`config.mk`:
```
export PLATFORM = sky130hd
export DESIGN_NAME = rfid_irq_status
export DESIGN_NICKNAME = d
export VERILOG_FILES = /design/src/include/rfid_irq_pkg.sv /design/src/hdl/rfid_irq_status.sv
export SDC_FILE = /design/constraint.sdc
export NUM_CORES = 1
export LEC_CHECK = 0
export BUFFER_PORTS_ARGS = -buffer_cell sky130_fd_sc_hd__buf_2
export CAP_MARGIN = 20
export CELL_PAD_IN_SITES_DETAIL_PLACEMENT = 1
export CELL_PAD_IN_SITES_GLOBAL_PLACEMENT = 1
export CORE_MARGIN = 1
export CORE_UTILIZATION = 40
export CTS_BUF_LIST = sky130_fd_sc_hd__clkbuf_8
export CTS_CLUSTER_DIAMETER = 150
export CTS_CLUSTER_SIZE = 8
export DETAILED_ROUTE_END_ITERATION = 8
export PLACE_DENSITY_LB_ADDON = 0.1
export SLEW_MARGIN = 20
export SYNTH_ARGS = -nofsm -noshare
export SYNTH_HDL_FRONTEND = slang
export SYNTH_SLANG_ARGS = --single-unit
```
`constraint.sdc`:
```
create_clock -name clk_i -period 2.9 [get_ports clk_i]
set_input_delay 0.145 -clock clk_i [delete_from_list [all_inputs] [get_ports clk_i]]
set_output_delay 0.145 -clock clk_i [all_outputs]
set_load 0.02 [all_outputs]
```
`src/include/rfid_irq_pkg.sv`:
```
package rfid_irq_pkg;
    // Register offsets
    localparam logic [7:0] OFS_PROTO  = 8'h01;
    localparam logic [7:0] OFS_REGCTL = 8'h0B;
    localparam logic [7:0] OFS_STATUS = 8'h0C;
    localparam logic [7:0] OFS_MASK   = 8'h0D;
    localparam logic [7:0] OFS_COLLO  = 8'h0E;
    // Reset values and the regulator control write mask
    localparam logic [7:0] RST_STATUS = 8'h00;
    localparam logic [7:0] RST_MASK   = 8'h3E;
    localparam logic [7:0] RST_REGCTL = 8'h87;
    localparam logic [7:0] RST_PROTO  = 8'h00;
    localparam logic [7:0] REGCTL_WMASK = 8'hE7;
    // Status bit positions
    localparam int B_TX  = 7;
    localparam int B_SRX = 6;
    localparam int B_FIFO = 5;
    localparam int B_CRC = 4;
    localparam int B_PAR = 3;
    localparam int B_FRM = 2;
    localparam int B_COL = 1;
    localparam int B_NRSP = 0;
    // Protocol control fields
    localparam int P_NO_RX_CRC = 7;
    localparam int P_COLLISION_POS_LOW_MSB_SEL  = 6;
    localparam int P_NOT_TYPE_A = 0;
    // Regulator control fields
    localparam int R_AUTO = 7;
    // FIFO thresholds and collision edge limits
    localparam logic [3:0] FIFO_RX_HIGH = 4'h8;
    localparam logic [3:0] FIFO_TX_LOW  = 4'h4;
    localparam logic [3:0] COL_EDGES_6  = 4'h6;
    localparam logic [3:0] COL_EDGES_7  = 4'h7;
    // Headroom in millivolts and the codes that select it
    localparam logic [8:0] HEAD_250 = 9'h0FA;
    localparam logic [8:0] HEAD_350 = 9'h15E;
    localparam logic [8:0] HEAD_400 = 9'h190;
    localparam logic [1:0] VS_250 = 2'h3;
    localparam logic [1:0] VS_350 = 2'h2;

    // Register bus request
    typedef struct packed {
        logic [7:0] addr;
        logic [7:0] wdata;
        logic       wr;
        logic       rd;
    } reg_req_t;

    // Events from the framing datapath
    typedef struct packed {
        logic       tx_active;
        logic       rx_active;
        logic       sof;
        logic [3:0] fifo_count;
        logic       crc_fail;
        logic       parity_fail;
        logic       framing_fail;
        logic       eof_fail;
        logic       bit_end;
        logic [3:0] bit_edges;
        logic [9:0] bit_pos;
        logic       noresp_timeout;
    } rf_event_t;

    // Regulator decode
    typedef struct packed {
        logic       auto_mode;
        logic [2:0] manual_set;
        logic [8:0] headroom_mv;
    } reg_sel_t;

    // Whole block state
    typedef struct packed {
        logic       en_meta;
        logic       en_sync;
        logic [7:0] status;
        logic [5:0] mask;
        logic [9:0] colpos;
        logic [7:0] regctl;
        logic [7:0] proto;
        logic       tx_d;
        logic       rx_d;
        logic       irq;
        logic       dec_en;
        logic [7:0] rdata;
        reg_sel_t   regsel;
    } state_t;
endpackage

```
`src/hdl/rfid_irq_status.sv`:
```
// The implementer's own choice: strobed register access.
`timescale 1ns/1ps
module rfid_irq_status
    import rfid_irq_pkg::*;
(
    // Clock and reset
    input  wire logic      clk_i,
    input  wire logic      sys_rst_i,
    // Enable pin, asynchronous
    input  wire logic      enable_i,
    // Register port
    input  wire reg_req_t  req_i,
    output logic [7:0]     rdata_o,
    // Datapath events, same clock
    input  wire rf_event_t ev_i,
    // Host interrupt and controls
    output logic           irq_o,
    output logic           decoder_enable_o,
    output reg_sel_t       regulator_o
);
    state_t q;
    state_t next_q;

    // Headroom decode for automatic regulation
    function automatic logic [8:0] headroom(input logic [1:0] code);
        if (code == VS_250) begin
            return HEAD_250;
        end else if (code == VS_350) begin
            return HEAD_350;
        end else begin
            return HEAD_400;
        end
    endfunction

    // Register read or write decode
    function automatic logic hit(input logic s, input logic [7:0] a,
                                 input logic [7:0] o);
        return s && (a == o);
    endfunction

    logic tx_start;
    logic tx_end;
    logic rx_end;
    logic fifo_ev;
    logic crc_ev;
    logic par_ev;
    logic frm_ev;
    logic col_ev;
    logic nrsp_ev;
    logic pos_ev;
    logic [3:0] col_limit;
    logic [7:0] set_bits;
    logic [5:0] ev6;
    logic enabled_hit;
    logic rd_stat;
    logic rd_mask;
    logic rd_col;

    // Event detection from datapath levels and pulses
    always_comb begin
        tx_start = ev_i.tx_active && !q.tx_d;
        tx_end   = !ev_i.tx_active && q.tx_d;
        rx_end   = !ev_i.rx_active && q.rx_d;
        fifo_ev  = (ev_i.rx_active && ev_i.fifo_count > FIFO_RX_HIGH)
                 || (ev_i.tx_active && ev_i.fifo_count < FIFO_TX_LOW);
        crc_ev   = ev_i.crc_fail && !q.proto[P_NO_RX_CRC];
        par_ev   = ev_i.parity_fail && !q.proto[P_NOT_TYPE_A];
        frm_ev   = ev_i.framing_fail || ev_i.eof_fail;
        col_limit = q.proto[P_COLLISION_POS_LOW_MSB_SEL] ? COL_EDGES_7 : COL_EDGES_6;
        col_ev   = ev_i.bit_end && !q.proto[P_NOT_TYPE_A]
                 && (ev_i.bit_edges > col_limit);
        nrsp_ev  = ev_i.noresp_timeout;
        // Errors only land outside transmit, decoder is off then
        if (ev_i.tx_active) begin
            crc_ev  = 1'b0;
            par_ev  = 1'b0;
            frm_ev  = 1'b0;
            col_ev  = 1'b0;
            nrsp_ev = 1'b0;
        end
        pos_ev = col_ev || (q.proto[P_NOT_TYPE_A]
                 && (frm_ev || ev_i.parity_fail || crc_ev));
        set_bits = '0;
        set_bits[B_TX]   = tx_start;
        set_bits[B_SRX]  = ev_i.sof && ev_i.rx_active && !ev_i.tx_active;
        set_bits[B_FIFO] = fifo_ev;
        set_bits[B_CRC]  = crc_ev;
        set_bits[B_PAR]  = par_ev;
        set_bits[B_FRM]  = frm_ev;
        set_bits[B_COL]  = col_ev;
        set_bits[B_NRSP] = nrsp_ev;
        ev6 = set_bits[B_FIFO:B_NRSP];
        enabled_hit = |(ev6 & q.mask);
        rd_stat = hit(req_i.rd, req_i.addr, OFS_STATUS);
        rd_mask = hit(req_i.rd, req_i.addr, OFS_MASK);
        rd_col  = hit(req_i.rd, req_i.addr, OFS_COLLO);
    end

    // Next state: register file, flags and interrupt
    always_comb begin
        next_q = q;
        next_q.en_meta = enable_i;
        next_q.en_sync = q.en_meta;
        next_q.tx_d = ev_i.tx_active;
        next_q.rx_d = ev_i.rx_active;
        next_q.dec_en = !ev_i.tx_active;
        // Read data, unmapped offsets read zero
        next_q.rdata = '0;
        if (req_i.rd) begin
            unique case (req_i.addr)
                OFS_PROTO:  next_q.rdata = q.proto;
                OFS_REGCTL: next_q.rdata = q.regctl;
                OFS_STATUS: next_q.rdata = q.status;
                OFS_MASK:   next_q.rdata = {q.colpos[9:8], q.mask};
                OFS_COLLO:  next_q.rdata = q.colpos[7:0];
                default:    next_q.rdata = '0;
            endcase
        end
        // Read-clear first, so a same-cycle event still sets
        if (rd_stat) begin
            next_q.status = '0;
            next_q.irq = 1'b0;
        end
        if (rd_mask) begin
            next_q.colpos[9:8] = '0;
        end
        if (rd_col) begin
            next_q.colpos[7:0] = '0;
        end
        // Writes
        if (hit(req_i.wr, req_i.addr, OFS_PROTO)) begin
            next_q.proto = req_i.wdata;
            next_q.status = '0;
        end
        if (hit(req_i.wr, req_i.addr, OFS_REGCTL)) begin
            next_q.regctl = req_i.wdata & REGCTL_WMASK;
        end
        if (hit(req_i.wr, req_i.addr, OFS_MASK)) begin
            next_q.mask = req_i.wdata[5:0];
        end
        // Event setting wins over any clear
        next_q.status = next_q.status | set_bits;
        if (pos_ev) begin
            next_q.colpos = ev_i.bit_pos;
        end
        // Phase ends and enabled events raise the line
        if (tx_end || rx_end || enabled_hit) begin
            next_q.irq = 1'b1;
        end
        // Regulator decode, bit 2 ignored in auto mode
        next_q.regsel.auto_mode = q.regctl[R_AUTO];
        next_q.regsel.manual_set = q.regctl[2:0];
        next_q.regsel.headroom_mv = headroom(q.regctl[1:0]);
        // Enable pin low holds everything in reset
        if (!q.en_sync) begin
            next_q = '0;
            next_q.en_meta = enable_i;
            next_q.en_sync = q.en_meta;
            next_q.status = RST_STATUS;
            next_q.mask = RST_MASK[5:0];
            next_q.regctl = RST_REGCTL;
            next_q.proto = RST_PROTO;
            next_q.dec_en = 1'b1;
        end
    end

    // State register, synchronous reset
    always_ff @(posedge clk_i) begin
        if (sys_rst_i) begin
            q <= '0;
            q.status <= RST_STATUS;
            q.mask <= RST_MASK[5:0];
            q.regctl <= RST_REGCTL;
            q.proto <= RST_PROTO;
            q.dec_en <= 1'b1;
        end else begin
            q <= next_q;
        end
    end

    // Outputs straight from flops
    assign rdata_o = q.rdata;
    assign irq_o = q.irq;
    assign decoder_enable_o = q.dec_en;
    assign regulator_o = q.regsel;

    // Helper: status read in previous cycle with no phase end or enabled event
    logic prev_rd;
    logic [7:0] prev_set;
    always_ff @(posedge clk_i) begin
        prev_rd <= rd_stat && !tx_end && !rx_end && !enabled_hit;
        prev_set <= set_bits;
    end
endmodule

```
# After elaboration in Yosys (flattened, before gate mapping)
# Index checks and enable logic that the tools add are counted.
[op_classes]
order_cmp = 3
eq_ne = 7
mux = 16
n_bitwise = 4
n_reduce_logical = 37
[op_table]
columns = ["operator", "count"]
rows = [
  ["$mux W8", 5],
  ["$pmux W8 S5", 1],
  ["$eq A8 B4 Y1 const B", 4],
  ["$logic_and A1 B1 Y1", 18],
  ["$mux W10", 1],
  ["$eq A8 B1 Y1 const B", 1],
  ["$mux W1", 8],
  ["$or A8 B8 Y8", 1],
  ["$logic_or A1 B1 Y1", 7],
  ["$and A6 B6 Y6", 1],
  ["$reduce_bool A2 Y1", 3],
  ["$reduce_or A3 Y1", 2],
  ["$reduce_or A6 Y1", 1],
  ["$logic_not A1 Y1", 5],
  ["$eq A2 B2 Y1 const B", 2],
  ["$gt A4 B3 Y1", 1],
  ["$gt A4 B4 Y1 const B", 1],
  ["$lt A4 B3 Y1 const B", 1],
  ["$mux W2", 1],
  ["$not A1 Y1", 2],
  ["$reduce_or A2 Y1", 1],
]
[word_totals]
regBits = 65
input_bits = 48
output_inout_bits = 23
elab_cells = 84

# Logic depth before layout (Yosys ltp)
# Gate-level depths: netlist of run 1.
[logic_depth]
ltp_word = 8
ltp_mapped = 6
depth_no_buf = 6

# Least setup slack after synthesis of run 1
# No wires, ideal clock.
[synth_path]
path_kind = "register -> register"
from = "reg q[31] in the netlist's numbering"
to = "reg q[41] in the netlist's numbering"
setup_time_ps = 63
t_arrival_ps = 1507
t_required_ps = 2837
path_slack_ps = 1330
stages_incl_launch_ff = 6
n_path_buf = 0
synth_period_minus_slack_ps = 1570
path_cell_list = "dfxtp_1 > ha_1 > nor4bb_1 > o211a_1 > nor4_2 > a32o_1"
[synth_between]
elab_chain_cells = 6
word_cells_on_any_way = 7
classes_between = "1 x order compare; 3 x mux; 3 x reduce/logical"
[synth_lines]
columns = ["item", "line", "text"]
rows = [
  ["from (decl)", "rfid_irq_status.sv:21", "state_t q;"],
  ["from (signal assigned)", "rfid_irq_status.sv:177", "q <= next_q;"],
  ["$mux W1 *", "rfid_irq_status.sv:69", "col_limit = q.proto[P_COLLISION_POS_LOW_MSB_SEL] ? COL_EDGES_7 : COL_EDGES_6;"],
  ["$gt A4 B3 Y1 *", "rfid_irq_status.sv:71", "&& (ev_i.bit_edges > col_limit);"],
  ["$logic_and A1 B1 Y1 *", "rfid_irq_status.sv:71", ""],
  ["$mux W1 *", "rfid_irq_status.sv:74", "if (ev_i.tx_active) begin"],
  ["$logic_or A1 B1 Y1 *", "rfid_irq_status.sv:81", "pos_ev = col_ev || (q.proto[P_NOT_TYPE_A]"],
  ["$mux W10 / $reduce_bool A2 Y1 (equally long branches)", "n/a", ""],
]
# Mark *: on every way between the ends. The rest lies on a longest branch, timed or not.
# A chain may end at the register's enable or synchronous reset.

# Final worst setup path of run 1
[layout_path]
from = "reg q[31] in the netlist's numbering"
to = "reg q[46] in the netlist's numbering"
# The elaborated chain is that of the path after synthesis.

==> run_results.csv, run 1 <==
group,metric,value,unit
place,numPortBuffers,69,
power,p_int,1260,uW
grt,antenna_found_initial,0,
power,total_power,1660,uW
clock_network,cts_tree,"done",
drt,drcViolationCount,0,
grt,grt_overflow,0,
power,seq_power_share,51.9,%
drt,drtAntennaViolNets,0,
yosys,synth_edf_count,0,
drt,routedWlPerCell,18.0,um
hold_path,hp-class,"in -> reg",
power,leakagePower,0.00142,uW
timing,hold_slack,0.0179,ns
power,switchingPower,404,uW
power,power_frac_comb,7.7,%
drt,first_pass_iters,4,
place,placement.cell_area,3030,sq um
cells_and_area,diodes,0,
timing,fmax,0.555,GHz
yosys,synth_compound_area_share,18.1,%
yosys,synthSimpleGateAreaFrac,19.4,%
timing,hold_viol,0,
worst_setup_path,cp.arrival,2.03,ns
yosys,ys_warn_count,0,
clock_network,clock_latency,0.34,ns
yosys,ys_seq_area_share,44.8,%
yosys,synth_top_family_by_area,"simple AND/OR/NAND/NOR gates",
clock_network,cts_setup_buffers,0,
cells_and_area,drive_gt1_share,29.3,%
timing,slew_violations,0,
yosys,yosysUniqueCellTypes,54,
die,die_h,85.3,um
cells_and_area,area_growth_syn_to_layout,15.8,%
drt,finalWirelength,7600,um
cells_and_area,fill_cells,789,
grt,grt_first_pass_wirelength,12000,um
timing,setup_viol,0,
power,power_density,517,nW/um^2
yosys,async_reset_ff_share,0,%
power,switching_share,24.3,%
grt,grt.total_usage,22.4,%
timing,slew_headroom,55.7,%
die,coreArea,6530,sq um
die,row_count,29,
place,place.gp.congestion,0.791,
timing,fin_crit_sh,62.1,%
status,status,"finished, final reports clean",
worst_setup_path,cp.required,3.12,ns
worst_setup_path,crit_fanout,8,
cells_and_area,stdcell_area,3210,sq um
yosys,synthMuxAreaShare,7.85,%
clock_network,cts.sinks,62,
yosys,synth_nets,340,
clock_network,cts_root_buf,"clkbuf_8",
drt,drt_iter0_drc,113,
run,drv_cap,0,
timing,period_minus_slack,1.80,ns
clock_network,clockBufferDepth,2,
power,vdd_drop_max,0.219,mV
die,dieArea,7270,sq um
die,die_x,85.3,um
cells_and_area,fin_nets,390,
drt,via_per_inst,5.57,
yosys,ys_seq_elements,62,
yosys,syn-cell-area,2770,sq um
worst_setup_path,regToRegSetupSlack,1.10,ns
cells_and_area,final_util,49.2,%
clock_network,cts-htree-levels,3,
power,clkPwrFrac,40.5,%
yosys,syn_inst,291,
place,dp_hpwl,5760,um
worst_setup_path,endpoint_kind,"flop",
worst_setup_path,start_kind,"flop",
drt,num_vias,2349,
timing,fin_setup_tns,0,ns
clock_network,numCtsBuffers,9,
timing,finClkSkew,0.00821,ns
grt,grt_max_degree,38,
yosys,avgSynthCellArea,9.53,sq um
grt,grt_pass1_vias,2250,
yosys,synth_fa_ha_area_share,0.451,%
yosys,synth-xor-area-share,0,%
timing,worstMarginPinSlew,0.663,ns
die,start_util,42.5,%
timing,rsz0062_at_grt,"no",
worst_setup_path,path_class,"reg -> reg",
clock_network,clkSlewWorstSetupHoldPaths,0.07,ns
die,io_pins,71,
yosys,ys_dominant_reg_cell,"dfxtp_1",
-- power by group through the flow --
| stage | Combinational, uW | Clock, uW | Sequential (uW) |
|---|---|---|---|
| after floorplan | 69.1 | 0 | 880 |
| after global placement | 124 | 0 | 880 |
| after detailed placement | 126 | 0 | 880 |
| after CTS | 128 | 684 | 861 |
| after global routing | 140 | 728 | 861 |
| final | 127 | 672 | 861 |
-- flip-flops by register name (all words and copies together) (netlist names) --
| register | cells |
|---|---|
| rdata_o | 8 |
| regulator_o | 10 |
| irq_o | 1 |
| decoder_enable_o | 1 |
| q | 42 |
-- final cells by class --
type,instances,area (sq um),share of cell area (%)
clock buffers,11,151,4.71
clock inverters,4,23.8,0.740
inverters,9,33.8,1.05
multi-input cells,184,1270,39.6
flip-flops and latches,62,1240,38.6
well taps,77,96.3,3.00
repair buffers,75,393,12.2
-- stage by stage --
stage | std cells | setup slack, ns
CTS | 422 | 1.11
detailed placement | 406 | 1.04
global placement | 406 | 1.03
global route | 422 | 0.970
finish | 422 | 1.10
floorplan | 291 | 1.33
-- worst paths after layout --
check                              start    end  cells past startpoint
worst max-delay path               q[31]  q[46]                      5
worst min-delay path            enable_i  q[66]                      2
worst max register to register     q[31]  q[46]                      5
worst min register to register     q[66]  q[65]                      1
-- placed cells by master, fill, tap and decap left out, drive strengths merged, types with 3 or more instances in the layout --
| cell type | n |
|---|---|
| a222oi | 4 |
| inv | 10 |
| nor2b | 4 |
| nand4 | 4 |
| a41oi | 3 |
| o21ai | 5 |
| nor2 | 25 |
| nand2 | 24 |
| mux2 | 6 |
| nand3b | 3 |
| mux2i | 15 |
| and2 | 8 |
| clkbuf | 11 |
| dfxtp | 62 |
| o2bb2ai | 3 |
| nand3 | 14 |
| a21oi | 9 |
| a32o | 8 |
| buf | 74 |
| nand2b | 5 |
| a22o | 6 |
| and3 | 3 |
-- worst max-delay path, stage by stage (launching register included) --
cell      delay (ns)
dfxtp_1         0.32
ha_1            0.27
nor4bb_1        0.05
o211ai_1        0.32
nand3_1         0.36
a32o_1          0.37
-- routing by layer --
| layer | wire [um] | GRT usage [%] | vias up |
|---|---|---|---|
| met5 | 0 | 0 | - |
| met4 | 131 | 10.0 | 0 |
| met3 | 501 | 4.67 | 9 |
| met2 | 3430 | 33.5 | 74 |
| met1 | 3540 | 31.0 | 1124 |
| li1 | - | - | 1142 |
-- repair_timing --
item | in CTS | in global routing
setup endpoints to repair | 0 | 0
hold buffers | 1 | 0
hold endpoints to repair | 2 | 0
gates resized for setup | 0 | 0
-- logic make-up after synthesis --
family | Yosys count
compound gates | 61
fa+ha+maj | 1
buf+inv | 45
flops | 62
mux | 21
other cells | 1
simple gates | 100
-- synth_stat cells (4+ instances only) --
| cell | instances | area share (%) |
|---|---|---|
| clkbuf_1 | 11 | 1.5 |
| nor2b_1 | 4 | 0.90 |
| a222oi_1 | 4 | 1.4 |
| a22o_1 | 6 | 1.9 |
| mux2i_1 | 15 | 5.4 |
| nand2b_1 | 5 | 1.1 |
| nor2_1 | 25 | 3.4 |
| inv_1 | 9 | 1.2 |
| and2_1 | 7 | 1.6 |
| mux2_2 | 6 | 2.4 |
| buf_4 | 21 | 5.7 |
| nand3_1 | 14 | 2.5 |
| a21oi_1 | 9 | 1.6 |
| dfxtp_1 | 62 | 45 |
| nand2_1 | 24 | 3.2 |
| a32o_1 | 8 | 2.9 |
| nand4_1 | 4 | 0.90 |
No activity file was read; power rests on OpenSTA's default activity.
==> inputs of run 2 (changes only) <==
--- a/config.mk
+++ b/config.mk
@@ -10,7 +10,7 @@
 export CELL_PAD_IN_SITES_DETAIL_PLACEMENT = 1
 export CELL_PAD_IN_SITES_GLOBAL_PLACEMENT = 1
 export CORE_MARGIN = 1
-export CORE_UTILIZATION = 40
+export CORE_UTILIZATION = 37
 export CTS_BUF_LIST = sky130_fd_sc_hd__clkbuf_8
 export CTS_CLUSTER_DIAMETER = 150
 export CTS_CLUSTER_SIZE = 8
==> constraint.sdc (replaced) <==
create_clock -name clk_i -period 1.55 [get_ports clk_i]
set_input_delay 0.0775 -clock clk_i [delete_from_list [all_inputs] [get_ports clk_i]]
set_output_delay 0.0775 -clock clk_i [all_outputs]
set_load 0.02 [all_outputs]
==> run 2 against run 1 <==
  * The flow now finishes with violations (setup timing)
  * Cell area up 15%
  * Cell count up 14%
  * Combinational power up 140%
  * Global-route usage up 0.69 points
  * Register-to-register slack worse by 1.1 ns
  * Critical path type unchanged
  * Critical endpoint is now q[50]
==> run_results.csv, run 2 (synthesized netlist as in run 1, its figures left out) <==
group,metric,value,unit
die,coreArea,7250,sq um
cells_and_area,mostFrequentLayoutCells,"69 x buf_2, 61 x dfxtp_1, 25 x nor2_1",
drt,drt_iter0_drc,137,
grt,grt_overflow,0,
worst_setup_path,startpoint,"q[31]",
cells_and_area,layout_commonest_cell,"buf_2",
drt,finalWirelength,8230,um
die,row_count,31,
grt,grt_max_degree,19,
power,switchingPower,823,uW
cells_and_area,area_growth_syn_to_layout,33.8,%
clock_network,clockBufferDepth,2,
worst_setup_path,cp.required,1.77,ns
cells_and_area,final_util,51.1,%
timing,slew_headroom,64.0,%
timing,rsz0062_at_grt,"yes",
die,die_h,88.6,um
timing,period_minus_slack,1.58,ns
status,status,"finished, violations left",
die,die_x,88.6,um
timing,fmax,0.632,GHz
cells_and_area,drive_gt1_share,34.3,%
clock_network,cts-htree-levels,3,
timing,fin_crit_sh,102,%
status,violations,"setup timing",
power,vdd_drop_max,0.471,mV
cells_and_area,fin_nets,426,
worst_setup_path,crit_fanout,2,
drt,first_pass_iters,6,
power,seq_power_share,43.2,%
timing,setup_viol,9,
clock_network,cts_tree,"done",
worst_setup_path,start_kind,"flop",
timing,finClkSkew,0.0109,ns
grt,antenna_found_initial,0,
timing,worstMarginPinSlew,0.535,ns
cells_and_area,largest-register,"q",
worst_setup_path,timing.rr.end,"q[50]",
drt,drtAntennaViolNets,0,
place,place_ws,-0.115,ns
worst_setup_path,path_class,"reg -> reg",
worst_setup_path,regToRegSetupSlack,-0.03,ns
drt,num_vias,2499,
power,clkPwrFrac,48.7,%
place,place.gp.congestion,0.864,
cells_and_area,diodes,0,
power,switching_share,22.1,%
place,numPortBuffers,69,
drt,drcViolationCount,0,
grt,grt.total_usage,23.0,%
clock_network,cts.sinks,62,
clock_network,cts_root_buf,"clkbuf_8",
hold_path,hp-class,"in -> reg",
worst_setup_path,endpoint_kind,"flop",
power,power_frac_comb,8.2,%
timing,setup_ws,-0.0314,ns
clock_network,numCtsBuffers,9,
die,io_pins,71,
worst_setup_path,ff2ff_path_depth,7,
place,dp_hpwl,6150,um
timing,slew_violations,0,
power,leakagePower,0.00164,uW
power,p_int,2910,uW
cells_and_area,largest_reg_flops,42,
clock_network,clock_latency,0.34,ns
drt,routedWlPerCell,17.1,um
die,start_util,38.2,%
grt,grt_pass1_vias,2569,
timing,hold_viol,0,
die,dieArea,7840,sq um
power,power_density,1010,nW/um^2
clock_network,clkSlewWorstSetupHoldPaths,0.07,ns
worst_setup_path,crit_end,"q[50]",
run,drv_cap,0,
grt,grt_first_pass_wirelength,13100,um
worst_setup_path,cp.arrival,1.81,ns
drt,via_per_inst,5.20,
worst_setup_path,r2r-start,"q[31]",
-- run 2: cell count changes in the layout (fill, tap and decap cells not counted), moves of 2 or more --
cell | previous run | this run
bufinv_16 | 0 | 3
buf_4 | 5 | 24
dlygate4sd3_1 | 1 | 17
clkinvlp_4 | 2 | 0
-- run 2: area by class of cell --
| class | count | area, sq um |
|---|---|---|
| inverter | 9 | 33.8 |
| clock buffer | 11 | 151 |
| multi-input combinational | 184 | 1340 |
| sequential | 62 | 1240 |
| clock inverter | 5 | 104 |
| fill | 871 | 3540 |
| timing repair buffer | 111 | 716 |
| tap | 99 | 124 |
-- run 2: power groups by stage --
stage / Clock, uW / Sequential, uW / Combinational [uW]
2_1_floorplan: 0 / 1650 / 130
3_3_place_gp: 0 / 1650 / 254
3_5_place_dp: 0 / 1650 / 257
4_1_cts: 1830 / 1610 / 303
5_1_grt: 1900 / 1610 / 330
6_report: 1820 / 1610 / 304
-- run 2: worst max-delay path, cell delays in order (launching register included) --
cell and delay, ns:
dfxtp_2 0.34, ha_4 0.27, nor4bb_4 0.04, o211a_1 0.25
buf_4 0.15, buf_4 0.13, o31ai_1 0.20, a21oi_1 0.09
-- run 2: through the flow --
| step | cells | instance area [sq um] | total power, uW | setup TNS [ns] | hold slack [ns] |
|---|---|---|---|---|---|
| final | 481 | 3710 | 3730 | -0.0788 | 0.0146 |
| after global routing | 481 | 3710 | 3840 | -1.06 | 0.0180 |
| after CTS | 481 | 3700 | 3750 | -0.472 | 0.00620 |
| after detailed placement | 447 | 3220 | 1900 | -1.06 | 0.270 |
| after global placement | 447 | 3220 | 1900 | -0.755 | 0.264 |
| after floorplan | 291 | 2780 | 1780 | 0 | 0.149 |
-- run 2: how the worst min path moves through the flow --
stage	depth (start not counted)	end	slack [ns]	from
6_report	3	q[23]	0.01	ev_i[25]
3_5_place_dp	2	q[66]	0.27	sys_rst_i
4_1_cts	3	q[23]	0.006	ev_i[25]
5_1_grt	3	q[57]	0.02	ev_i[0]
2_1_floorplan	1	q[65]	0.15	sys_rst_i
3_3_place_gp	2	q[66]	0.26	sys_rst_i
-- run 2: layer usage --
layer,GRT usage (%),routed length [um]
met2,39.9,4060
met4,7.33,87
met5,0,0
met3,4.66,309
met1,28.7,3770
-- run 2: what timing repair did --
item / 4_1_cts / 5_1_grt
buffers inserted: 2 / 0
hold buffers: 17 / 0
endpoints found under the hold margin: 19 / 0
setup endpoints to repair: 11 / 13
pin swaps: 6 / 4
resized for setup: 8 / 1
==> inputs of run 3 (changes only) <==
--- a/config.mk
+++ b/config.mk
@@ -9,6 +9,7 @@
 export CAP_MARGIN = 20
 export CELL_PAD_IN_SITES_DETAIL_PLACEMENT = 1
 export CELL_PAD_IN_SITES_GLOBAL_PLACEMENT = 1
+export CORE_ASPECT_RATIO = 0.9
 export CORE_MARGIN = 1
 export CORE_UTILIZATION = 37
 export CTS_BUF_LIST = sky130_fd_sc_hd__clkbuf_8
==> run 3 against run 2 <==
  * The run still ends with setup timing left
  * Critical path depth is 2 lower
  * Global-route usage is 1.3 points lower
  * Non-clock buffer count is 2 lower
  * Clock skew is 0.0025 ns lower
  * Critical path type unchanged
  * Largest cell class unchanged
==> run_results.csv, run 3 (synthesized netlist as in run 1, its figures left out) <==
group,metric,value,unit
status,violations,"setup timing",
grt,grt_max_degree,22,
grt,grt_pass1_vias,2448,
cells_and_area,mostFrequentLayoutCells,"69 x buf_2, 61 x dfxtp_1, 25 x nor2_1",
hold_path,hold_depth,3,
cells_and_area,fill_cells,818,
worst_setup_path,regToRegSetupSlack,-0.06,ns
place,numPortBuffers,69,
power,power_density,903,nW/um^2
worst_setup_path,endpoint_kind,"flop",
place,dp_hpwl,5960,um
worst_setup_path,ff2ff_path_depth,5,
clock_network,cts_root_buf,"clkbuf_8",
die,die_h,84.1,um
drt,drcViolationCount,0,
timing,rsz0062_at_grt,"yes",
worst_setup_path,path_cells,"ha_4, nor4bb_4, o211a_1, nor4_4, a32o_1",
die,dieArea,7840,sq um
timing,hold_slack,0.00220,ns
place,placement.cell_area,3210,sq um
cells_and_area,stdcell_area,3650,sq um
hold_path,hp-start,"req_i[9]",
place,place_ws,-0.126,ns
grt,grt.total_usage,21.8,%
die,start_util,38.8,%
drt,drt_iter0_drc,93,
place,place.gp.congestion,0.787,
timing,worstMarginPinSlew,0.694,ns
worst_setup_path,max_stage_delay,0.42,ns
clock_network,cts-htree-levels,3,
timing,slew_headroom,53.7,%
grt,grt_overflow,0,
cells_and_area,drive_gt1_share,33.8,%
cells_and_area,largest_reg_flops,42,
timing,fmax,0.620,GHz
worst_setup_path,crit_fanout,8,
timing,period_minus_slack,1.61,ns
clock_network,clkSlewWorstSetupHoldPaths,0.07,ns
cells_and_area,largest-register,"q",
worst_setup_path,start_kind,"flop",
cells_and_area,layout_commonest_cell,"buf_2",
worst_setup_path,timing.rr.end,"q[47]",
die,coreArea,7150,sq um
worst_setup_path,slowest_stage,"nor4_4",
clock_network,clock_latency,0.34,ns
die,row_count,29,
timing,fin_crit_sh,104,%
run,drv_cap,0,
die,die_x,93.3,um
worst_setup_path,path_class,"reg -> reg",
power,vdd_drop_max,0.511,mV
drt,routedWlPerCell,16.9,um
cells_and_area,multiInputGateArea,1350,sq um
worst_setup_path,r2r-start,"q[31]",
timing,finClkSkew,0.00836,ns
cells_and_area,area_growth_syn_to_layout,31.6,%
grt,antenna_found_initial,0,
drt,via_per_inst,5.14,
drt,first_pass_iters,6,
clock_network,numCtsBuffers,9,
power,total_power,3290,uW
cells_and_area,diodes,0,
hold_path,hp-class,"in -> reg",
timing,setup_viol,10,
die,io_pins,71,
worst_setup_path,cp.required,1.83,ns
drt,drtAntennaViolNets,0,
status,status,"finished, violations left",
drt,num_vias,2427,
clock_network,cts_tree,"done",
cells_and_area,fin_nets,424,
hold_path,hold_path_end,"q[40]",
clock_network,clockBufferDepth,2,
timing,slew_violations,0,
drt,finalWirelength,8000,um
clock_network,cts.sinks,62,
worst_setup_path,cp.arrival,1.89,ns
grt,grt_first_pass_wirelength,12900,um
power,leakagePower,0.00160,uW
timing,setup_ws,-0.0626,ns
cells_and_area,area.sequential,1240,sq um
timing,hold_viol,0,
run 3: cell types whose count changed in the layout (fill, tap and decap cells not counted), sizes merged:
cell / delta
buf: -2
bufinv: -2
clkbuf: -1
clkinv: +1
clkinvlp: +1
run 3: worst max-delay path by stage:
stage | to | slack (ns) | startpoint | cells after the start
2_1_floorplan | q[41] | 0.005 | q[31] | 5
3_3_place_gp | q[46] | -0.08 | q[31] | 5
3_5_place_dp | q[47] | -0.13 | q[31] | 5
4_1_cts | q[47] | -0.09 | q[31] | 5
5_1_grt | q[42] | -0.15 | q[31] | 5
6_report | q[47] | -0.06 | q[31] | 5
run 3: critical path, delay by kind of cell (launching register included):
| family | cells | cell delay, ns |
|---|---|---|
| AND/OR/NAND/NOR | 2 | 0.46 |
| AO/OA/AOI/OAI | 2 | 0.48 |
| adder cells (fa/ha/maj) | 1 | 0.27 |
| flip-flops | 1 | 0.34 |
run 3: routing by layer:
metal,GRT usage (%),vias up,part of all wire (%)
li1,-,1207,-
met2,33.5,58,46
met3,5.74,5,4.4
met4,5.03,0,0.81
met5,0,-,0
met1,30.5,1157,49
run 3: stage by stage:
stage               std cells  utilization, %  setup TNS, ns
floorplan                 291               -              0
global placement          439            44.9         -0.687
detailed placement        439            44.9          -1.65
CTS                       472            50.4         -0.747
global route              472            51.0          -1.32
finish                    472            51.0         -0.484
run 3: layout make-up:
cell class	instances	area share (%)
multi-input combinational	184	36.9
inverter	9	0.926
tap	93	3.19
sequential	62	34.1
timing repair buffer	109	19.8
clock buffer	10	3.77
clock inverter	5	1.41
run 3: what timing repair did:
item                                    in CTS  in global routing
hold endpoints to repair                    18                  0
endpoints found under the setup margin      11                 11
pin swaps                                    8                  7
hold buffers                                17                  0
setup buffers                                2                  0
resized for setup                            4                  9
gates cloned                                 0                  0
run 3: power breakdown:
group	switching (uW)	internal (uW)	leakage [uW]	total (uW)
clock network	610	765	0.0000993	1380
registers	4.44	1610	0.000502	1610
logic	161	147	0.000999	307
total	775	2520	0.00160	3290
